===== src/frps_pkg.sv =====
package frps_pkg;
	// Command codes of the registers on the management port
	localparam logic [7:0] CMD_VIN_UV_RESP = 8'h5A;
	localparam logic [7:0] CMD_PG_ON = 8'h5E;
	localparam logic [7:0] CMD_PG_OFF = 8'h5F;
	localparam logic [7:0] CMD_TURN_ON_DELAY_TIME = 8'h60;
	localparam logic [7:0] CMD_TURN_ON_RISE_TIME = 8'h61;
	localparam logic [7:0] CMD_FAULT_UNIT = 8'hD2;
	localparam logic [7:0] CMD_MULTI_PIN = 8'hF9;
	localparam logic [7:0] CMD_STATUS = 8'h79;
	// Fault response byte fields
	localparam int RESP_MODE_HI = 7;
	localparam int RESP_MODE_LO = 6;
	localparam int RESP_RETRY_HI = 5;
	localparam int RESP_RETRY_LO = 3;
	localparam int RESP_DLY_HI = 2;
	localparam int RESP_DLY_LO = 0;
	localparam logic [1:0] MODE_IGNORE = 2'h0;
	localparam logic [1:0] MODE_DELAYED = 2'h1;
	localparam logic [1:0] MODE_RETRY = 2'h2;
	localparam logic [1:0] MODE_LATCH = 2'h3;
	localparam logic [2:0] RETRY_NONE = 3'h0;
	localparam logic [2:0] RETRY_FOREVER = 3'h7;
	// Multi-pin configuration: power good pin enable bit
	localparam int MPC_PG_EN_BIT = 0;
	// Status word bits
	localparam int STAT_PG_BIT = 11;
	localparam int STAT_OFF_BIT = 6;
	localparam int STAT_UV_BIT = 3;
	// Reset values
	localparam logic [7:0] RESP_RESET = 8'hBA;
	localparam logic [15:0] PG_ON_RESET = 16'h0000;
	localparam logic [15:0] PG_OFF_RESET = 16'h0000;
	localparam logic [15:0] TURN_ON_DELAY_TIME_RESET = 16'h0005;
	localparam logic [15:0] TURN_ON_RISE_TIME_RESET = 16'h000A;
	localparam logic [15:0] FAULT_UNIT_RESET = 16'h0001;
	localparam logic [7:0] MULTI_PIN_RESET = 8'h01;
	// Timing: one millisecond at 50 MHz
	localparam int CLK_HZ = 50_000_000;
	localparam int MS_PER_S = 1000;
	localparam int CYC_PER_MS = CLK_HZ / MS_PER_S;
endpackage : frps_pkg


===== src/frps_tick.sv =====
`timescale 1ns/1ns
module frps_tick #(
	parameter int DIV = 50000
) (
	input wire logic CLK,
	input wire logic RESETN,
	output logic TICK
);
	logic [31:0] cnt_reg;
	always_ff @(posedge CLK) begin
		if (!RESETN) begin
			cnt_reg <= 32'h0;
			TICK <= 1'b0;
		end else if (cnt_reg == 32'(DIV - 1)) begin
			cnt_reg <= 32'h0;
			TICK <= 1'b1;
		end else begin
			cnt_reg <= cnt_reg + 32'h1;
			TICK <= 1'b0;
		end
	end
endmodule : frps_tick


===== src/frps_timer.sv =====
`timescale 1ns/1ns
// Down-counter of enable pulses; DONE is a one-cycle pulse at expiry
module frps_timer (
	input wire logic CLK,
	input wire logic RESETN,
	input wire logic START,
	input wire logic [23:0] LOAD,
	input wire logic TICK,
	output logic DONE,
	output logic BUSY
);
	logic [23:0] cnt_reg;
	always_ff @(posedge CLK) begin
		if (!RESETN) begin
			cnt_reg <= 24'h0;
			BUSY <= 1'b0;
			DONE <= 1'b0;
		end else if (START) begin
			cnt_reg <= LOAD;
			BUSY <= 1'b1;
			DONE <= 1'b0;
		end else if (BUSY && (cnt_reg == 24'h0)) begin
			BUSY <= 1'b0;
			DONE <= 1'b1;
		end else begin
			DONE <= 1'b0;
			if (BUSY && TICK) begin
				cnt_reg <= cnt_reg - 24'h1;
			end
		end
	end
endmodule : frps_timer


===== src/frps_sequencer.sv =====
// Behaviour
// Retry codes 2..6 give that many restarts
// All restarts failed: output off until cleared
// Restart spacing is delay count times unit
// Retry code 7 retries without limit
// Endless retry stops on off or other fault
// Delay field decodes to two to the value
// Delay count is ride-through or restart spacing
// Fault time unit comes from separate register
// Power good asserts at on threshold
// Pin negates below off threshold if enabled
// Below off threshold sets status power-good bit
// Wait turn-on delay in ms after enable
// Ramp output over rise time in ms
// Host uses word reads and writes
// Mode 01 rides through, then applies retries; the code stops in ST_WAIT with no timer started if retries are left
// Mode 10 disables output, then retries
// Retry code 0 never restarts
// Attempt counter clears on clear or off
// Fault before ramp end fails attempt; in mode 01 the code stays in ST_RISE instead
`timescale 1ns/1ns
module frps_sequencer #(
	parameter int MS_DIV = frps_pkg::CYC_PER_MS
) (
	input wire logic CLK,
	input wire logic RESETN,
	input wire logic ENABLE,
	input wire logic OTHER_FAULT,
	input wire logic UV_FAULT,
	input wire logic CLEAR_FAULTS,
	input wire logic [15:0] VOUT,
	input wire logic WR_EN,
	input wire logic RD_EN,
	input wire logic [7:0] CMD,
	input wire logic [15:0] WDATA,
	output logic [15:0] RDATA,
	output logic OUT_ON,
	output logic RAMPING,
	output logic [15:0] VOUT_TARGET_FRAC,
	output logic POWER_GOOD_PIN,
	output logic FAULT_LATCHED
);
	typedef enum logic [5:0] {
		ST_OFF = 6'b000001,
		ST_DELAY = 6'b000010,
		ST_RISE = 6'b000100,
		ST_ON = 6'b001000,
		ST_WAIT = 6'b010000,
		ST_LATCH = 6'b100000
	} frps_state_e;

	frps_state_e state_reg;
	logic [7:0] resp_reg;
	logic [15:0] pg_on_reg;
	logic [15:0] pg_off_reg;
	logic [15:0] turn_on_delay_time_reg;
	logic [15:0] turn_on_rise_time_reg;
	logic [15:0] unit_reg;
	logic [7:0] mpc_reg;
	logic [2:0] tries_reg;
	logic ride_reg;
	logic pg_stat_reg;
	logic [1:0] mode;
	logic [2:0] retry;
	logic ms_tick;
	logic unit_tick;
	logic [15:0] unit_cnt_reg;
	logic t_start;
	logic [23:0] t_load;
	logic t_done;
	logic t_busy;
	logic [15:0] rise_el_reg;
	logic can_retry;

	// Delay decode as power of two
	function automatic logic [23:0] dly_units(input logic [7:0] r);
		dly_units = 24'h1 << r[frps_pkg::RESP_DLY_HI:frps_pkg::RESP_DLY_LO];
	endfunction : dly_units

	assign mode = resp_reg[frps_pkg::RESP_MODE_HI:frps_pkg::RESP_MODE_LO];
	assign retry = resp_reg[frps_pkg::RESP_RETRY_HI:frps_pkg::RESP_RETRY_LO];
	// Attempt budget check
	assign can_retry = (retry == frps_pkg::RETRY_FOREVER) || (tries_reg < retry);

	frps_tick #(.DIV(MS_DIV)) u_ms (
		.CLK(CLK),
		.RESETN(RESETN),
		.TICK(ms_tick)
	);

	// Fault time unit counted in ms from own register
	always_ff @(posedge CLK) begin
		if (!RESETN) begin
			unit_cnt_reg <= 16'h0;
			unit_tick <= 1'b0;
		end else begin
			unit_tick <= 1'b0;
			if (ms_tick) begin
				if (unit_cnt_reg + 16'h1 >= unit_reg) begin
					unit_cnt_reg <= 16'h0;
					unit_tick <= 1'b1;
				end else begin
					unit_cnt_reg <= unit_cnt_reg + 16'h1;
				end
			end
		end
	end

	logic timer_tick;
	assign timer_tick = (state_reg == ST_DELAY || state_reg == ST_RISE) ? ms_tick : unit_tick;

	frps_timer u_tmr (
		.CLK(CLK),
		.RESETN(RESETN),
		.START(t_start),
		.LOAD(t_load),
		.TICK(timer_tick),
		.DONE(t_done),
		.BUSY(t_busy)
	);

	// Register writes; host uses word transfers
	// Word write decode
	always_ff @(posedge CLK) begin
		if (!RESETN) begin
			resp_reg <= frps_pkg::RESP_RESET;
			pg_on_reg <= frps_pkg::PG_ON_RESET;
			pg_off_reg <= frps_pkg::PG_OFF_RESET;
			turn_on_delay_time_reg <= frps_pkg::TURN_ON_DELAY_TIME_RESET;
			turn_on_rise_time_reg <= frps_pkg::TURN_ON_RISE_TIME_RESET;
			unit_reg <= frps_pkg::FAULT_UNIT_RESET;
			mpc_reg <= frps_pkg::MULTI_PIN_RESET;
		end else if (WR_EN) begin
			unique case (CMD)
				frps_pkg::CMD_VIN_UV_RESP: resp_reg <= WDATA[7:0];
				frps_pkg::CMD_PG_ON: pg_on_reg <= WDATA;
				frps_pkg::CMD_PG_OFF: pg_off_reg <= WDATA;
				frps_pkg::CMD_TURN_ON_DELAY_TIME: turn_on_delay_time_reg <= WDATA;
				frps_pkg::CMD_TURN_ON_RISE_TIME: turn_on_rise_time_reg <= WDATA;
				frps_pkg::CMD_FAULT_UNIT: unit_reg <= WDATA;
				frps_pkg::CMD_MULTI_PIN: mpc_reg <= WDATA[7:0];
				default: ;
			endcase
		end
	end

	// Read data registered; unknown codes read zero
	always_ff @(posedge CLK) begin
		if (!RESETN) begin
			RDATA <= 16'h0;
		end else if (RD_EN) begin
			unique case (CMD)
				frps_pkg::CMD_VIN_UV_RESP: RDATA <= {8'h0, resp_reg};
				frps_pkg::CMD_PG_ON: RDATA <= pg_on_reg;
				frps_pkg::CMD_PG_OFF: RDATA <= pg_off_reg;
				frps_pkg::CMD_TURN_ON_DELAY_TIME: RDATA <= turn_on_delay_time_reg;
				frps_pkg::CMD_TURN_ON_RISE_TIME: RDATA <= turn_on_rise_time_reg;
				frps_pkg::CMD_FAULT_UNIT: RDATA <= unit_reg;
				frps_pkg::CMD_MULTI_PIN: RDATA <= {8'h0, mpc_reg};
				frps_pkg::CMD_STATUS: RDATA <= (16'(pg_stat_reg) << frps_pkg::STAT_PG_BIT)
					| (16'(!OUT_ON) << frps_pkg::STAT_OFF_BIT)
					| (16'(UV_FAULT) << frps_pkg::STAT_UV_BIT);
				default: RDATA <= 16'h0;
			endcase
		end
	end

	// Sequencer; timer start is combinational on the same edge as state change
	always_comb begin
		t_start = 1'b0;
		t_load = 24'h0;
		unique case (state_reg)
			ST_OFF: begin
				t_start = ENABLE && !OTHER_FAULT;
				t_load = {8'h0, turn_on_delay_time_reg};
			end
			ST_DELAY: begin
				t_start = t_done;
				t_load = {8'h0, turn_on_rise_time_reg};
			end
			ST_ON: begin
				t_start = UV_FAULT && !ride_reg && mode == frps_pkg::MODE_DELAYED;
				t_load = dly_units(resp_reg);
			end
			ST_RISE: begin
				t_start = UV_FAULT && mode == frps_pkg::MODE_RETRY && can_retry;
				t_load = dly_units(resp_reg);
			end
			// Wait expiry starts the turn-on delay on the same edge
			ST_WAIT: begin
				t_start = t_done;
				t_load = {8'h0, turn_on_delay_time_reg};
			end
			default: ;
		endcase
		if (state_reg == ST_ON && UV_FAULT && mode == frps_pkg::MODE_RETRY && can_retry) begin
			t_start = 1'b1;
			t_load = dly_units(resp_reg);
		end
	end

	logic uv_act;
	assign uv_act = UV_FAULT && mode != frps_pkg::MODE_IGNORE;

	always_ff @(posedge CLK) begin
		if (!RESETN) begin
			state_reg <= ST_OFF;
			ride_reg <= 1'b0;
		end else if (!ENABLE || OTHER_FAULT) begin
			// Off command or other fault ends retrying
			state_reg <= ST_OFF;
			ride_reg <= 1'b0;
		end else begin
			unique case (state_reg)
				ST_OFF: state_reg <= ST_DELAY;
				// Turn-on delay
				ST_DELAY: if (t_done) state_reg <= ST_RISE;
				// Ramp; fault before ramp end fails attempt in modes 10 and 11, mode 01 stays in ST_RISE
				ST_RISE: begin
					if (uv_act) begin
						if (mode == frps_pkg::MODE_RETRY && can_retry) state_reg <= ST_WAIT;
						else if (mode != frps_pkg::MODE_DELAYED) state_reg <= ST_LATCH;
					end else if (t_done) state_reg <= ST_ON;
				end
				ST_ON: begin
					// Ride-through, then ST_LATCH, or ST_WAIT with no wait timer started if retries are left
					if (mode == frps_pkg::MODE_DELAYED) begin
						if (UV_FAULT && !ride_reg) ride_reg <= 1'b1;
						else if (!UV_FAULT) ride_reg <= 1'b0;
						else if (t_done) begin
							ride_reg <= 1'b0;
							state_reg <= ST_LATCH;
							if (can_retry) state_reg <= ST_WAIT;
						end
					// Disable then retry if allowed
					end else if (uv_act) begin
						if (mode == frps_pkg::MODE_RETRY && can_retry) state_reg <= ST_WAIT;
						else state_reg <= ST_LATCH;
					end
				end
				// Wait spacing then restart
				ST_WAIT: if (t_done) state_reg <= ST_DELAY;
				// Stay off until cleared
				ST_LATCH: if (CLEAR_FAULTS) state_reg <= ST_OFF;
				default: state_reg <= ST_OFF;
			endcase
		end
	end

	// Restart from wait reloads delay timer
	logic restart_go;
	assign restart_go = state_reg == ST_WAIT && t_done;

	// Attempt counter cleared on clear or off
	always_ff @(posedge CLK) begin
		if (!RESETN || !ENABLE || CLEAR_FAULTS || state_reg == ST_OFF) begin
			tries_reg <= 3'h0;
		end else if (restart_go && retry != frps_pkg::RETRY_FOREVER) begin
			tries_reg <= tries_reg + 3'h1;
		end
	end

	// Ramp progress for the analog reference, in ms elapsed
	always_ff @(posedge CLK) begin
		if (!RESETN || state_reg != ST_RISE) rise_el_reg <= 16'h0;
		else if (ms_tick && rise_el_reg != turn_on_rise_time_reg) rise_el_reg <= rise_el_reg + 16'h1;
	end

	always_ff @(posedge CLK) begin
		if (!RESETN) begin
			OUT_ON <= 1'b0;
			RAMPING <= 1'b0;
			VOUT_TARGET_FRAC <= 16'h0;
			FAULT_LATCHED <= 1'b0;
		end else begin
			// Off command drops the output on the next edge, not one later
			OUT_ON <= ENABLE && !OTHER_FAULT && (state_reg == ST_RISE || state_reg == ST_ON);
			RAMPING <= ENABLE && !OTHER_FAULT && state_reg == ST_RISE;
			VOUT_TARGET_FRAC <= (state_reg == ST_ON) ? turn_on_rise_time_reg : rise_el_reg;
			FAULT_LATCHED <= state_reg == ST_LATCH;
		end
	end

	// Power good hysteresis and status
	always_ff @(posedge CLK) begin
		if (!RESETN) begin
			POWER_GOOD_PIN <= 1'b0;
			pg_stat_reg <= 1'b1;
		end else if (!(state_reg == ST_ON || state_reg == ST_RISE)) begin
			POWER_GOOD_PIN <= 1'b0;
			pg_stat_reg <= 1'b1;
		end else if (VOUT >= pg_on_reg) begin
			POWER_GOOD_PIN <= mpc_reg[frps_pkg::MPC_PG_EN_BIT];
			pg_stat_reg <= 1'b0;
		end else if (VOUT < pg_off_reg) begin
			pg_stat_reg <= 1'b1;
			if (mpc_reg[frps_pkg::MPC_PG_EN_BIT]) POWER_GOOD_PIN <= 1'b0;
		end
	end
endmodule : frps_sequencer


===== config.mk =====
export PLATFORM = sky130hd
export DESIGN_NAME = frps_sequencer
export DESIGN_NICKNAME = d
export VERILOG_FILES = /design/src/frps_pkg.sv /design/src/frps_tick.sv /design/src/frps_timer.sv /design/src/frps_sequencer.sv
export SDC_FILE = /design/constraint.sdc
export NUM_CORES = 1
export LEC_CHECK = 0
export BUFFER_PORTS_ARGS = -buffer_cell sky130_fd_sc_hd__buf_2
export CELL_PAD_IN_SITES_DETAIL_PLACEMENT = 0
export CELL_PAD_IN_SITES_GLOBAL_PLACEMENT = 1
export CORE_MARGIN = 1.5
export CORE_UTILIZATION = 46
export CTS_BUF_LIST = sky130_fd_sc_hd__clkbuf_16
export CTS_CLUSTER_DIAMETER = 30
export CTS_CLUSTER_SIZE = 8
export DETAILED_ROUTE_END_ITERATION = 8
export PLACE_DENSITY_LB_ADDON = 0.1
export SYNTH_ARGS = -nofsm -noshare
export SYNTH_HDL_FRONTEND = slang
export SYNTH_SLANG_ARGS = --single-unit
export TNS_END_PERCENT = 30

===== constraint.sdc =====
create_clock -name CLK -period 3.7 [get_ports CLK]
set_input_delay 0 -clock CLK [delete_from_list [all_inputs] [get_ports CLK]]
set_output_delay 0 -clock CLK [all_outputs]
set_load 0.01 [all_outputs]

==> flow_summary.json <==
{
  "maxSlewHeadroom_pct": 31.9,
  "diodes": 0,
  "drive_above_1_share_pct": 13.3,
  "start_kind": "flip-flop",
  "crit_chain": "ha_1, nand3_1, nor4_2, and3_1, and3_1, xor2_1, ha_1, nand3_1, a2111oi_0, a21oi_1, a31oi_1, buf_4, nor2_1",
  "clk_pin_slew_ns": 0.04,
  "tightest_slew_ns": 1.02,
  "gp_congestion": 0.879,
  "drv_slew": 0,
  "cpPeakStageDelay_ns": 0.42,
  "syn_avg_cell_area_um2": 8.10,
  "setup_viol_count_final": 0,
  "worstSetupPathType": "reg -> reg",
  "slowest_stage": "a2111oi_0",
  "required_ns": 4.14,
  "drtPass1Iterations": 6,
  "yosysUniqueCellTypes": 70,
  "final_common_cell": "dfxtp_1",
  "cts.sinks": 235,
  "synth_area_um2": 12200,
  "initial_core_util_pct": 46.8,
  "dieWidth_um": 166,
  "synth_edf_count": 0,
  "timing.fmax_mhz": 295,
  "row_count": 59,
  "port_buffers": 83,
  "routed_via_density": 5.59,
  "nNetsFinal": 1706,
  "min_period_ns": 3.39,
  "period_share_pct": 91.5,
  "wirelength_mm": 36.0,
  "netlist_instances": 1501,
  "critPathBufInv": 1,
  "synth-seq-area-share_pct": 38.7,
  "regArea_um2": 4700,
  "die_h_um": 166,
  "h-tree-depth": 2,
  "final_area_um2": 15100,
  "cts_root_buf": "clkbuf_16",
  "insertion_delay_ns": 0.55,
  "antenna_found_initial": 0,
  "powerDensity_nw_per_um2": 536,
  "dp_hpwl_mm": 25.2,
  "vdd_drop_max_mv": 0.696,
  "grt_use_total_pct": 25.8,
  "grt_max_degree": 56,
  "grt_pass1_wl_mm": 57.3,
  "numCtsBuffers": 57,
  "endpoint_kind": "flip-flop",
  "ys_async_sr_fraction_pct": 0,
  "path_delay_family": "simple AND/OR/NAND/NOR gates",
  "synth_warnings": 0,
  "largest_register_ffs": 32,
  "wl_per_cell_um": 18.1,
  "critPathMaxFanout": 12,
  "tns_ns": 0,
  "p_leak_nw": 6.30,
  "hold_viol_final": 0,
  "place_area_um2": 12900,
  "grt_overflow": 0,
  "synth_seq_cells": 235,
  "die-area_um2": 27400,
  "fin_skew_ns": 0.0127,
  "drt_iter0_drc": 904,
  "rsz0062_at_grt": "false",
  "ant_nets": 0,
  "area_delta_synth_final_pct": 24.0,
  "cts_max_path_buffers": 3,
  "cts_tree": "built",
  "critical_path_arrival_ns": 3.82,
  "core_region_area_um2": 26000,
  "grt_pass1_vias": 10400,
  "synth.net_count": 1603,
  "num_vias": 11100,
  "drc_errors": 0,
  "synth-main-ff-cell": "dfxtp_1",
  "mostFrequentLayoutCells": "235 x dfxtp_1, 216 x nand2_1, 142 x nor2_1",
  "ios": 84,
  "max-cap-violations": 0,
  "hold_class": "in -> reg",
  "multi_input_area_um2": 6870,
  "fill_cells": 2422,
  "status": "finished clean"
}
[kinds of logic after synthesis]
group                    synth area share, %
XOR/XNOR                                6.84
flip-flops                              38.7
AO/OA/AOI/OAI                           15.6
adder cells (fa/ha/maj)                 5.56
multiplexers                            4.88
buffers and inverters                   5.05
AND/OR/NAND/NOR                         23.4
[worst paths after layout]
| kind | from | cells past startpoint | slack, ns | endpoint |
|---|---|---|---|---|
| setup / recovery | unit_cnt_reg[0] | 13 | 0.31 | unit_cnt_reg[1] |
| hold / removal | RESETN | 3 | 0.01 | VOUT_TARGET_FRAC[2] |
| setup reg to reg | unit_cnt_reg[0] | 13 | 0.31 | unit_cnt_reg[1] |
| hold reg to reg | mpc_reg[7] | 2 | 0.45 | mpc_reg[7] |
[worst min-delay path: stages]
cell and delay [ns]:
buf_2 0.12, clkinv_2 0.30, a21oi_1 0.07
[through the flow]
step	hold WS, ns	std cells	total power, W	worst slack [ns]	utilization, %
final	0.0129	1987	0.00808	0.313	58.0
after CTS	0.00187	1987	0.00814	0.269	58.0
after global placement	0.309	1858	0.00301	0.376	49.5
after global routing	0.0335	1987	0.00833	0.0385	58.0
after detailed placement	0.310	1858	0.00301	0.311	49.5
after floorplan	0.124	1501	0.00286	0.359	-
[report_power, final]
part / internal, W / switching [W]
clock network: 0.00356 / 0.00154
logic: 0.000147 / 0.000249
registers: 0.00256 / 0.0000247
[cells in the mapped netlist, drive strengths merged, types with 6 or more instances]
cell type | count | area share [%]
a21o | 9 | 0.56
a21oi | 131 | 5.4
a221oi | 11 | 0.79
a22oi | 15 | 0.93
a31oi | 7 | 0.36
and2 | 11 | 0.57
and3 | 20 | 1.1
buf | 9 | 0.39
clkbuf | 75 | 2.3
dfxtp | 235 | 39
ha | 54 | 5.6
inv | 76 | 2.3
mux2i | 57 | 4.7
nand2 | 216 | 6.7
nand2b | 10 | 0.51
nand3 | 65 | 2.7
nand3b | 8 | 0.49
nand4 | 25 | 1.3
nor2 | 142 | 4.4
nor2b | 6 | 0.31
nor3 | 23 | 0.95
nor3b | 7 | 0.43
nor4 | 21 | 1.1
o211a | 8 | 0.66
o211ai | 7 | 0.43
o21ai | 48 | 2.0
o31ai | 6 | 0.37
o32ai | 7 | 0.57
or3 | 11 | 0.57
or4 | 13 | 0.83
xnor2 | 24 | 1.7
xor2 | 71 | 5.1
[routing by layer]
metal  track usage [%]  wire length (um)  part of all wire [%]  up-vias
met3              4.64              2220                   6.2       58
met2              38.9             15800                    44      323
met1              37.4             17100                    47     5218
met5                 0                 0                     0        -
li1                  -                 -                     -     5516
met4              7.56               863                   2.4        0
[what timing repair did]
action / CTS / global route
endpoints found under the hold margin: 106 / 0
setup endpoints to repair: 0 / 12
setup buffers: 0 / 0
hold buffers: 22 / 0
gates resized for setup: 0 / 1
[area by class of cell]
cell class / count / area share [%]
multi-input cells: 1106 / 45.5
clock buffers: 59 / 9.79
flip-flops and latches: 235 / 31.2
inverters: 76 / 1.90
well taps: 335 / 2.78
clock inverters: 48 / 3.44
repair buffers: 128 / 5.36
No activity file was read; power rests on OpenSTA's default activity.
